## config.mk

```make
export PLATFORM = sky130hd
export DESIGN_NAME = sepe_core
export DESIGN_NICKNAME = d
export VERILOG_FILES = /design/src/inc/sepe_pkg.sv /design/src/design/sepe_core.sv
export VERILOG_INCLUDE_DIRS = /design/src /design/src/inc
export SDC_FILE = /design/constraint.sdc
export NUM_CORES = 1
export LEC_CHECK = 0
export ABC_AREA = 1
export BUFFER_PORTS_ARGS = -buffer_cell sky130_fd_sc_hd__buf_2
export CAP_MARGIN = 20
export CORE_MARGIN = 1
export CORE_UTILIZATION = 40
export CTS_CLUSTER_SIZE = 24
export DETAILED_ROUTE_END_ITERATION = 10
export GPL_TIMING_DRIVEN = 0
export PLACE_DENSITY = 0.55
export REMOVE_ABC_BUFFERS = 1
export SLEW_MARGIN = 40
export SYNTH_ARGS = -nofsm -noshare
export SYNTH_HDL_FRONTEND = slang
export SYNTH_SLANG_ARGS = --single-unit
```

## constraint.sdc

```tcl
create_clock -name i_mclk -period 4 [get_ports i_mclk]
set_input_delay 0.8 -clock i_mclk [delete_from_list [all_inputs] [get_ports i_mclk]]
set_output_delay 0.8 -clock i_mclk [all_outputs]
set_load 0.05 [all_outputs]
```

## src/inc/sepe_defines.svh

```systemverilog
`ifndef SEPE_DEFINES_SVH
`define SEPE_DEFINES_SVH
// ---------------------------------------------------------------
// instruction format
// ---------------------------------------------------------------
`define SEPE_ADDR_W      6
`define SEPE_DATA_W      16
`define SEPE_WORDS       64
`define SEPE_OP_W        2
`define SEPE_OP_EXT      2'h0
`define SEPE_OP_WRITE    2'h1
`define SEPE_OP_READ     2'h2
`define SEPE_OP_CLEAR    2'h3
`define SEPE_EXT_DIS     2'h0
`define SEPE_EXT_FILL    2'h1
`define SEPE_EXT_CLRALL  2'h2
`define SEPE_EXT_EN      2'h3
`define SEPE_CLEAR_WORD  16'hFFFF
// ---------------------------------------------------------------
// timing
// ---------------------------------------------------------------
`define SEPE_CLK_MHZ     100
`define SEPE_PROG_US     5
`define SEPE_PROG_CYC    (`SEPE_PROG_US * `SEPE_CLK_MHZ)
`endif

```

## src/inc/sepe_pkg.sv

```systemverilog
package sepe_pkg;
  // ---------------------------------------------------------------
  // state of the instruction receiver
  // ---------------------------------------------------------------
  typedef enum logic [2:0] {
    SEPE_IDLE = 3'b000,
    SEPE_CMD  = 3'b001,
    SEPE_DATA = 3'b010,
    SEPE_DONE = 3'b011,
    SEPE_SKIP = 3'b100
  } sepe_rx_t;

  // ---------------------------------------------------------------
  // self-timed operation kinds
  // ---------------------------------------------------------------
  typedef enum logic [1:0] {
    SEPE_NOP  = 2'b00,
    SEPE_WR   = 2'b01,
    SEPE_CLR  = 2'b10,
    SEPE_ALL  = 2'b11
  } sepe_op_t;
endpackage : sepe_pkg

```

## src/design/sepe_core.sv

```systemverilog
`timescale 1ns/1ns
`default_nettype none
`include "sepe_defines.svh"

module sepe_core
  import sepe_pkg::*;
#(
  parameter int PROG_CYC = `SEPE_PROG_CYC
) (
  // clock and reset
  input  wire logic                     i_mclk,
  input  wire logic                     i_arst_n,
  // serial link pins
  input  wire logic                     i_select,
  input  wire logic                     i_serial_clock_in,
  input  wire logic                     i_serial_in,
  // serial output pin, three-state
  output logic                          o_serial_out,
  output logic                          o_serial_out_oe,
  // array inspection port
  input  wire logic [`SEPE_ADDR_W-1:0]  i_peek_addr,
  output logic [`SEPE_DATA_W-1:0]       o_peek_data,
  output logic                          o_busy
);

  localparam int FRAME_W = 1 + `SEPE_OP_W + `SEPE_ADDR_W;
  localparam int FULL_W  = FRAME_W + `SEPE_DATA_W;

  // ---------------------------------------------------------------
  // pin synchronisers
  // ---------------------------------------------------------------
  logic [2:0] sync1_r, sync2_r, sync1_nxt, sync2_nxt;
  logic       sk_d_r, cs_d_r;

  always_comb begin
    sync1_nxt = {i_select, i_serial_clock_in, i_serial_in};
    sync2_nxt = sync1_r;
  end

  // first stage read only by the second stage
  always_ff @(posedge i_mclk or negedge i_arst_n) begin
    if (!i_arst_n) begin
      sync1_r <= 3'h0;
      sync2_r <= 3'h0;
      sk_d_r  <= 1'b0;
      cs_d_r  <= 1'b0;
    end else begin
      sync1_r <= sync1_nxt;
      sync2_r <= sync2_nxt;
      sk_d_r  <= sync2_r[1];
      cs_d_r  <= sync2_r[2];
    end
  end

  logic cs, sin, sk_rise, cs_fall, cs_rise;
  assign cs      = sync2_r[2];
  assign sin     = sync2_r[0];
  assign sk_rise = sync2_r[1] & ~sk_d_r;
  assign cs_fall = cs_d_r & ~cs;
  assign cs_rise = cs & ~cs_d_r;

  // ---------------------------------------------------------------
  // instruction receiver
  // ---------------------------------------------------------------
  sepe_rx_t                    rx_r, rx_nxt;
  logic [FULL_W-1:0]           shf_r, shf_nxt;
  logic [5:0]                  cnt_r, cnt_nxt;
  logic                        en_r, en_nxt;
  sepe_op_t                    pend_r, pend_nxt;
  logic                        out_on_r, out_on_nxt;
  logic                        wipe_r, wipe_nxt;
  logic                        busy_r;
  logic                        go;

  logic [`SEPE_ADDR_W-1:0] adr;
  assign adr = shf_r[`SEPE_ADDR_W-1:0];

  always_comb begin
    rx_nxt     = rx_r;
    shf_nxt    = shf_r;
    cnt_nxt    = cnt_r;
    en_nxt     = en_r;
    pend_nxt   = pend_r;
    out_on_nxt = out_on_r;
    wipe_nxt   = wipe_r;
    go         = 1'b0;
    // polled status shows on select rise during a cycle
    if (cs_rise && busy_r) out_on_nxt = 1'b1;
    if (!cs) begin
      out_on_nxt = 1'b0;
      if (cs_fall && rx_r == SEPE_DONE && pend_r != SEPE_NOP && !busy_r)
        go = 1'b1;
      rx_nxt   = SEPE_IDLE;
      pend_nxt = SEPE_NOP;
    end else if (sk_rise) begin
      if (out_on_r && sin) out_on_nxt = 1'b0;
      case (rx_r)
        SEPE_IDLE: begin
          // leading zeros are idle clocks; a one is the start bit unless the status output is on
          if (sin && !out_on_r) begin
            rx_nxt  = SEPE_CMD;
            shf_nxt = '0;
            cnt_nxt = 6'(FRAME_W - 1);
          end
        end
        SEPE_CMD: begin
          shf_nxt = {shf_r[FULL_W-2:0], sin};
          cnt_nxt = cnt_r - 6'h1;
          if (cnt_r == 6'h1) begin
            rx_nxt = SEPE_DONE;
            // shift complete: decode on the next-state values
            case (shf_nxt[`SEPE_OP_W+`SEPE_ADDR_W-1:`SEPE_ADDR_W])
              `SEPE_OP_WRITE: begin
                rx_nxt  = SEPE_DATA;
                cnt_nxt = 6'(`SEPE_DATA_W);
              end
              `SEPE_OP_CLEAR: pend_nxt = en_r ? SEPE_CLR : SEPE_NOP;
              `SEPE_OP_EXT: begin
                case (shf_nxt[`SEPE_ADDR_W-1:`SEPE_ADDR_W-2])
                  // enable state is not changed mid-cycle
                  `SEPE_EXT_EN:     en_nxt = busy_r ? en_r : 1'b1;
                  `SEPE_EXT_DIS:    en_nxt = busy_r ? en_r : 1'b0;
                  `SEPE_EXT_CLRALL: begin
                    pend_nxt = en_r ? SEPE_ALL : SEPE_NOP;
                    wipe_nxt = 1'b1;
                  end
                  `SEPE_EXT_FILL: begin
                    rx_nxt   = SEPE_DATA;
                    cnt_nxt  = 6'(`SEPE_DATA_W);
                    wipe_nxt = 1'b0;
                  end
                  default: rx_nxt = SEPE_DONE;
                endcase
              end
              // reads are not served: the rest of the frame is skipped
              default: rx_nxt = SEPE_SKIP;
            endcase
          end
        end
        SEPE_DATA: begin
          shf_nxt = {shf_r[FULL_W-2:0], sin};
          cnt_nxt = cnt_r - 6'h1;
          if (cnt_r == 6'h1) begin
            rx_nxt = SEPE_DONE;
            if (en_r) begin
              // field positions in shf_r have moved up by the data width less one
              if (shf_r[FULL_W-3 -: `SEPE_OP_W] == `SEPE_OP_WRITE)
                pend_nxt = SEPE_WR;
              else
                pend_nxt = SEPE_ALL;
            end
          end
        end
        // extra clocks after a complete frame cancel nothing
        SEPE_DONE: rx_nxt = SEPE_DONE;
        SEPE_SKIP: rx_nxt = SEPE_SKIP;
        default:   rx_nxt = SEPE_IDLE;
      endcase
    end
  end

  // ---------------------------------------------------------------
  // self-timed program engine, runs on i_mclk only
  // ---------------------------------------------------------------
  logic [`SEPE_DATA_W-1:0]  mem [`SEPE_WORDS];
  logic [31:0]              tmr_r, tmr_nxt;
  logic                     busy_nxt;
  sepe_op_t                 job_r, job_nxt;
  logic [`SEPE_ADDR_W-1:0]  jadr_r, jadr_nxt;
  logic [`SEPE_DATA_W-1:0]  jdat_r, jdat_nxt;
  logic                     commit_now;

  always_comb begin
    busy_nxt = busy_r;
    tmr_nxt  = tmr_r;
    job_nxt  = job_r;
    jadr_nxt = jadr_r;
    jdat_nxt = jdat_r;
    if (go) begin
      busy_nxt = 1'b1;
      tmr_nxt  = 32'(PROG_CYC);
      job_nxt  = pend_r;
      jadr_nxt = (pend_r == SEPE_WR) ? shf_r[`SEPE_DATA_W +: `SEPE_ADDR_W] : adr;
      // a flag, not the shifter, tells clear-all from fill-all: fill data
      // bits sit where the clear-all code would be
      jdat_nxt = (pend_r == SEPE_CLR || (pend_r == SEPE_ALL && wipe_r))
                 ? `SEPE_CLEAR_WORD : shf_r[`SEPE_DATA_W-1:0];
    end else if (busy_r) begin
      // counts on i_mclk alone, no link clock needed
      tmr_nxt = tmr_r - 32'h1;
      if (tmr_r == 32'h1) busy_nxt = 1'b0;
    end
  end

  always_ff @(posedge i_mclk or negedge i_arst_n) begin
    if (!i_arst_n) begin
      rx_r     <= SEPE_IDLE;
      shf_r    <= '0;
      cnt_r    <= 6'h0;
      en_r     <= 1'b0;
      pend_r   <= SEPE_NOP;
      out_on_r <= 1'b0;
      wipe_r   <= 1'b0;
      busy_r   <= 1'b0;
      tmr_r    <= 32'h0;
      job_r    <= SEPE_NOP;
      jadr_r   <= '0;
      jdat_r   <= '0;
    end else begin
      rx_r     <= rx_nxt;
      shf_r    <= shf_nxt;
      cnt_r    <= cnt_nxt;
      en_r     <= en_nxt;
      pend_r   <= pend_nxt;
      out_on_r <= out_on_nxt;
      wipe_r   <= wipe_nxt;
      busy_r   <= busy_nxt;
      tmr_r    <= tmr_nxt;
      job_r    <= job_nxt;
      jadr_r   <= jadr_nxt;
      jdat_r   <= jdat_nxt;
    end
  end

  // array commit at the end of the cycle; new word replaces old whole,
  // so no prior clear is ever needed
  assign commit_now = busy_r && tmr_r == 32'h1;
  genvar g;
  for (g = 0; g < `SEPE_WORDS; g++) begin : g_word
    always_ff @(posedge i_mclk) begin
      if (commit_now && (job_r == SEPE_ALL ||
          jadr_r == `SEPE_ADDR_W'(g)))
        mem[g] <= jdat_r;
    end
  end

  // ---------------------------------------------------------------
  // outputs
  // ---------------------------------------------------------------
  assign o_serial_out    = ~busy_r;
  assign o_serial_out_oe = out_on_r & cs;
  assign o_peek_data     = mem[i_peek_addr];
  assign o_busy          = busy_r;

endmodule : sepe_core
`default_nettype wire

```

==> results of run 1 <==
==> how the worst max path moves through the flow <==
stage	from	end	slack [ps]	depth (start not counted)
CTS	i_peek_addr[0]	o_peek_data[10]	10	15
floorplan	i_peek_addr[0]	o_peek_data[10]	-2450	9
detailed placement	i_peek_addr[0]	o_peek_data[8]	-960	15
global route	i_peek_addr[0]	o_peek_data[3]	-2	15
finish	i_peek_addr[0]	o_peek_data[13]	90	15
global placement	i_peek_addr[0]	o_peek_data[8]	-27950	11
==> placed cells by master (no fill, tap or decap), drive strengths merged, types with 3 or more instances in the layout <==
master,n
nand2,1427
edfxtp,1024
nand3,927
clkbuf,151
nor2,124
buf,114
inv,112
dfrtp,102
a21oi,88
o21ai,54
clkinv,51
o22ai,24
nand4,16
bufbuf,13
nor3,10
bufinv,9
o211ai,8
ha,8
xor2,4
clkinvlp,4
o21a,3
==> timing repair <==
item / CTS / global route
pin swaps: 0 / 1
endpoints found under the setup margin: 16 / 16
gates cloned: 24 / 6
gates resized for setup: 56 / 10
hold buffers: 0 / 0
buffers inserted: 0 / 1
==> where the power goes <==
group / total [uW] / internal (uW) / switching (uW)
clock: 10400 / 5910 / 4510
sequential: 12900 / 12800 / 135
combinational: 2470 / 809 / 1660
==> metrics by stage <==
step	cell area, um2	util (%)	setup TNS (ps)
3_3_place_gp	47750	41.03	-948170
3_5_place_dp	50170	43.12	-13860
6_report	54860	47.14	0
2_1_floorplan	45700	-	-39030
5_1_grt	54860	47.14	-1.754
4_1_cts	54620	46.94	0
==> registers in the layout, indices dropped and copies added, names as in the netlist <==
signal / cells
mem: 1024
tmr_r: 32
shf_r: 23
jdat_r: 16
cnt_r: 6
jadr_r: 6
rx_r: 3
sync1_r: 3
sync2_r: 3
job_r: 2
pend_r: 2
cs_d_r: 1
en_r: 1
o_busy: 1
out_on_r: 1
sk_d_r: 1
wipe_r: 1
==> cell usage after synthesis (2+ instances only) <==
cell / n
nand2_1: 1424
edfxtp_1: 1024
nand3_1: 924
nor2_1: 118
buf_2: 114
dfrtp_1: 102
inv_1: 100
clkbuf_1: 73
o21ai_0: 53
a21oi_2: 47
buf_4: 45
a21oi_1: 41
o22ai_1: 24
buf_1: 21
nand4_1: 16
buf_6: 9
ha_1: 8
nor3_1: 8
o211ai_1: 8
nor2_2: 6
inv_2: 4
xor2_1: 4
nand2_2: 3
o21a_1: 3
nand3_2: 2
nor3_4: 2
nor4_1: 2
o31ai_1: 2
==> worst register-to-register path, delay by kind of cell (launching register included) <==
kind | cells | cell delay (ps)
AOI/OAI and AO/OA | 1 | 530
buffers and inverters | 2 | 600
DFF | 1 | 920
and+or+nand+nor | 2 | 790
==> per-layer routing <==
layer / global-route usage, % / routed length, um / share of wire (%) / vias up
met2: 36.05 / 63010 / 48 / 987
met3: 2.952 / 8220 / 6.2 / 186
met4: 6.837 / 3670 / 2.8 / 0
li1: - / - / - / 14647
met5: 0 / 0 / 0 / -
met1: 30.78 / 57720 / 44 / 15354
==> layout make-up <==
type                    count  share of cell area (%)
clock buffers             145                   5.522
clock inverters            67                   1.065
inverters                 104                  0.8143
multi-input cells        2702                   23.23
flip-flops and latches   1126                   60.82
well taps                1524                   3.476
repair buffers            133                   4.995
repair inverters            5                 0.07983
==> cell families after synthesis <==
logic type / count (synthesis) / share of synthesized area [%]
buffers and inverters: 366 / 3.725
AND/OR/NAND/NOR: 2508 / 22.75
XOR/XNOR: 4 / 0.07444
flip-flops: 1126 / 70.77
adder cells (fa/ha/maj): 8 / 0.2127
AO/OA/AOI/OAI: 182 / 2.470
==> summary.txt, run 1 <==
Clock network
  – CTS Buf Count: 114
  – Clock Path Buffers: 3
  – Reg clk slew, reported paths: 70 ps
  – TritonCTS clock tree: built
  – Clk_lat worst skew: 710 ps
  – Htree depth: 3
  – CTS Sinks: 1126
  – Clk root buf: clkbuf_16

STA
  – Max Freq: 255.5 MHz
  – Slew HR: 39.53%
  – Final Slew Violations: 0
  – Tmin final: 3914 ps
  – Tcrit/Tclk final: 97.84%
  – Worst Max-Slew Pin Slew: 906.1 ps
  – Final setup vio count: 0
  – Hold Fails Final Rpt: 0
  – Final WS setup: 86.47 ps
  – Hold Slack: 46.01 ps
  – Post-route clock skew: 29.36 ps

Worst setup path
  – Critical path's largest stage delay: 210 ps
  – Buf/Inv on CP: 7
  – WS Path Type: in2out
  – Path depth of the worst reg2reg path: 5
  – WP data required: 3200 ps
  – Worst Path Max Fanout: 30
  – FF-to-FF setup slack: 850 ps
  – Worst path slowest cell: buf_16
  – CP delay by family, top: buffers and inverters
  – Crit Reg-Reg Startpoint: jadr_r[5]
  – Critical path, cell by cell: buf_16, buf_16, buf_16, inv_16, buf_16, buf_16, nand2_1, nand3_1, nand3_1, nand2_1, nand2_1, nand3_1, nand3_2, nand2_2, buf_6
  – FF-to-FF End: mem[40][10]
  – Crit path DAT: 3110 ps
  – Most frequent CP cell: buf_16
  – Startpoint types: primary input
  – CP endpoint kind: primary output

Cells and area
  – Multi-input gate area: 0.01274 mm2
  – Ant. Diodes: 0
  – Syn-to-layout area delta: 16.57%
  – Layout cells sized above 1: 10.49%
  – Fillers: 10396
  – # nets final: 4205
  – Finished Layout Cells: 5806
  – Register area: 0.03336 mm2

Routing
  – DR iter-0 viols: 3047
  – Detail Route Antenna Nets: 0
  – First-pass DRT Iterations: 5
  – Vias: 31174
  – DRC: 0
  – DR vias/cell: 5.369
  – WL final: 132600 um
  – Wire length per cell: 22.84 um

Global route
  – Number of global-route vias before repair: 29395
  – Initial antenna violation count: 1
  – GRT Total Usage: 22.13%
  – Grt total ovfl: 0
  – Largest net degree at the start of global routing: 88
  – First-pass GRT wire length: 194300 um

Logic synthesis
  – Seq cells post-synth: 1126
  – Distinct cells, synth: 35
  – Post-synth ARST share: 9.059%
  – Top cell type's share of synthesized area: 65.34%
  – Number of flops mapped to enable cells by yosys: 1024
  – Mapped Area: 0.04706 mm2
  – Mapped Cells: 4194
  – Synth top area cells: edfxtp_1, nand2_1, nand3_1
  – Avg Cell Area, Syn: 11.22 um2
  – YS warnings: 0
  – Synth Flop Type: edfxtp_1
  – Sequential-to-total area share from yosys stat: 70.77%
  – Largest area contributor in the netlist: edfxtp_1

Power
  – Worst vdd ir: 0.0003632 V
  – Pwr Density: 470.9 mW/mm2
  – Total power: 25830 uW
  – Leakage power: 0.01937 uW

Floorplanning
  – # rows: 125
  – Die Ht: 345.0 um
  – Die X-Extent: 345.0 um
  – IO Count: 30
  – CORE AREA: 0.1164 mm2
  – Initial Utilization: 40.44%
  – DIE AREA: 0.1190 mm2

Placement
  – Place WS: -956.8 ps
  – PortBufs: 29
  – Final Wtd Congestion: 0.7813
  – Cells after DPL: 5563
  – HPWL Detailed: 72230 um

Run
  – Total of max-cap violations: 0

Min path
  – Worst Hold Class: in2async

Status
  – Status: finished clean
(Power assumes the default switching activity.)
==> run 2: changes to the inputs <==
- RECOVER_POWER: not set -> 100
==> summary.txt, run 2 (synthesized netlist as in run 1, its figures left out) <==
Routing
  – Detail Route Antenna Nets: 0 (unchanged)
  – DRC: 0 (unchanged)
  – Wire length per cell: 22.88 um (+0.17%)
  – DR iter-0 viols: 3053 (+0.20%)
  – DR vias/cell: 5.387 (+0.34%)
  – WL final: 132900 um (+0.19%)
  – Vias: 31285 (+0.36%)
  – First-pass DRT Iterations: 5 (unchanged)

Floorplanning
  – Die Ht: 345.0 um (unchanged)
  – DIE AREA: 0.1190 mm2 (unchanged)
  – Initial Utilization: 40.44% (unchanged)
  – CORE AREA: 0.1164 mm2 (unchanged)
  – # rows: 125 (unchanged)
  – Die X-Extent: 345.0 um (unchanged)
  – IO Count: 30 (unchanged)

Clock network
  – CTS Sinks: 1126 (unchanged)
  – CTS Buf Count: 114 (unchanged)
  – Clk root buf: clkbuf_16
  – Htree depth: 3 (unchanged)
  – Hold buffers post-CTS: 0 (unchanged)
  – TritonCTS clock tree: built
  – Reg clk slew, reported paths: 60 ps (about the same)
  – Clock Path Buffers: 3 (unchanged)
  – Clk_lat worst skew: 710 ps (about the same)

Cells and area
  – Commonest non-fill, non-tap cell in the layout: nand2_1
  – Finished Layout Cells: 5807 (+0.017%)
  – Highest-count cells in the layout ignoring fill and taps: nand2_1, edfxtp_1, nand3_1
  – Layout cells sized above 1: 9.178% (-1.3 points)
  – Number of flip-flops in the largest register: 1024 (unchanged)
  – Syn-to-layout area delta: 14.26%
  – Largest Register: mem
  – Biggest regs: mem (1024), tmr_r (32), shf_r (23)
  – Fin util: 46.21% (-0.93 points)
  – # nets final: 4205 (unchanged)

STA
  – Setup TNS: 0 ps (unchanged)
  – Slew HR: -67.70% (-110 points)
  – Final Slew Violations: 695 (+695)
  – Worst Max-Slew Pin Slew: 2515 ps (+1609 ps)
  – Post-route clock skew: 30.58 ps (+1.220 ps)
  – Hold Slack: 39.12 ps (-6.888 ps)
  – Final setup vio count: 0 (unchanged)
  – Max Freq: 255.8 MHz (+0.12%)
  – Hold Fails Final Rpt: 0 (unchanged)
  – Tcrit/Tclk final: 97.72% (-0.12 points)
  – Unrepaired setup endpoints after global routing: false
  – Tmin final: 3909 ps (-4.789 ps)

Global route
  – Initial antenna violation count: 1 (unchanged)
  – First-pass GRT wire length: 194300 um (unchanged)
  – Largest net degree at the start of global routing: 88 (unchanged)
  – GRT Total Usage: 22.13% (unchanged)
  – Number of global-route vias before repair: 29395 (unchanged)
  – Grt total ovfl: 0 (unchanged)

Placement
  – HPWL Detailed: 72230 um (unchanged)
  – PortBufs: 29 (unchanged)
  – Final Wtd Congestion: 0.7813 (unchanged)
  – Cells after DPL: 5563 (unchanged)

Power
  – Worst vdd ir: 0.0003666 V (+0.95%)
  – Power Internal: 19510 uW (about the same)
  – Clock power share: 40.4% (about the same)
  – Pwr Density: 479.6 mW/mm2 (+1.8%)
  – Net Sw Frac: 24.35% (-0.084 points)
  – Sequential power share: 50.2% (about the same)
  – P_sw: 6279 uW (-0.53%)
  – Comb power frac: 9.4% (-0.2 points)
  – Leakage power: 0.01911 uW (-1.3%)

Worst setup path
  – Critical path's largest stage delay: 210 ps (about the same)
  – CP endpoint kind: primary output
  – Worst Path Max Fanout: 30 (unchanged)
  – Startpoint types: primary input
  – Crit path DAT: 3110 ps (about the same)
  – Worst path slowest cell: buf_8
  – Critical path, cell by cell: buf_16, buf_12, buf_16, inv_16, buf_12, buf_8, nand2_1, nand3_1, nand3_1, nand2_1, nand2_1, nand3_1, nand3_2, nand2_2, buf_4
  – WP data required: 3200 ps (about the same)
  – Buf/Inv on CP: 7 (unchanged)
  – CP delay by family, top: buffers and inverters
  – WS Path Type: in2out

Min path
  – Worst Hold Class: in2async

Status
  – Status: finished, violations left
  – Failing checks: capacitance limit, slew limit

Run
  – Total of max-cap violations: 19 (+19)
[run 2: path summary, 6_finish.rpt]
kind | from | end | slack [ps] | cells past startpoint
worst min register to register | sync1_r[0] | sync2_r[0] | 350 | 0
worst max-delay path | i_peek_addr[0] | o_peek_data[14] | 90 | 15
worst min-delay path | i_arst_n | sync1_r[2] | 40 | 1
min in group i_mclk | i_serial_in | sync1_r[0] | 200 | 1
worst max register to register | tmr_r[5] | mem[40][10] | 200 | 11
max in group asynchronous | i_arst_n | jadr_r[3] | 1640 | 2
[run 2: routing by layer]
metal | GRT usage (%) | part of all wire [%] | vias up
met5 | 0 | 0 | -
met4 | 6.837 | 2.7 | 0
met3 | 2.952 | 6.3 | 180
met2 | 36.05 | 48 | 977
met1 | 30.78 | 43 | 15487
li1 | - | - | 14641
[run 2: final cells by class]
cell class / instances / area, um2
fill: 10559 / 62590
sequential: 1126 / 33300
multi-input combinational: 2702 / 12420
clock buffer: 145 / 3029
timing repair buffer: 133 / 2033
tap: 1524 / 1907
clock inverter: 67 / 584.3
inverter: 104 / 446.7
timing repair inverter: 5 / 43.79
antenna: 1 / 2.502
[run 2: power groups by stage]
stage	logic, uW	clock network, uW	registers [uW]
after floorplan	1600	0	13100
after global placement	2460	0	13200
after detailed placement	2300	0	13200
after CTS	2460	10600	12900
after global routing	2720	11000	13000
final	2430	10400	12900
[run 2: what timing repair did]
action | 4_1_cts | 5_1_grt
hold endpoints to repair | 0 | 0
cloned | 24 | 6
pin swaps | 0 | 1
gates resized for setup | 56 | 10
endpoints found under the setup margin | 16 | 16
setup buffers | 0 | 1
[run 2: through the flow]
step	area, um2	setup WS, ps	total power, uW
finish	53770	91.26	25790
global route	53770	3.985	26700
CTS	54620	11.63	25960
detailed placement	50170	-956.8	15480
global placement	47750	-27950	15640
floorplan	45700	-2445	14750
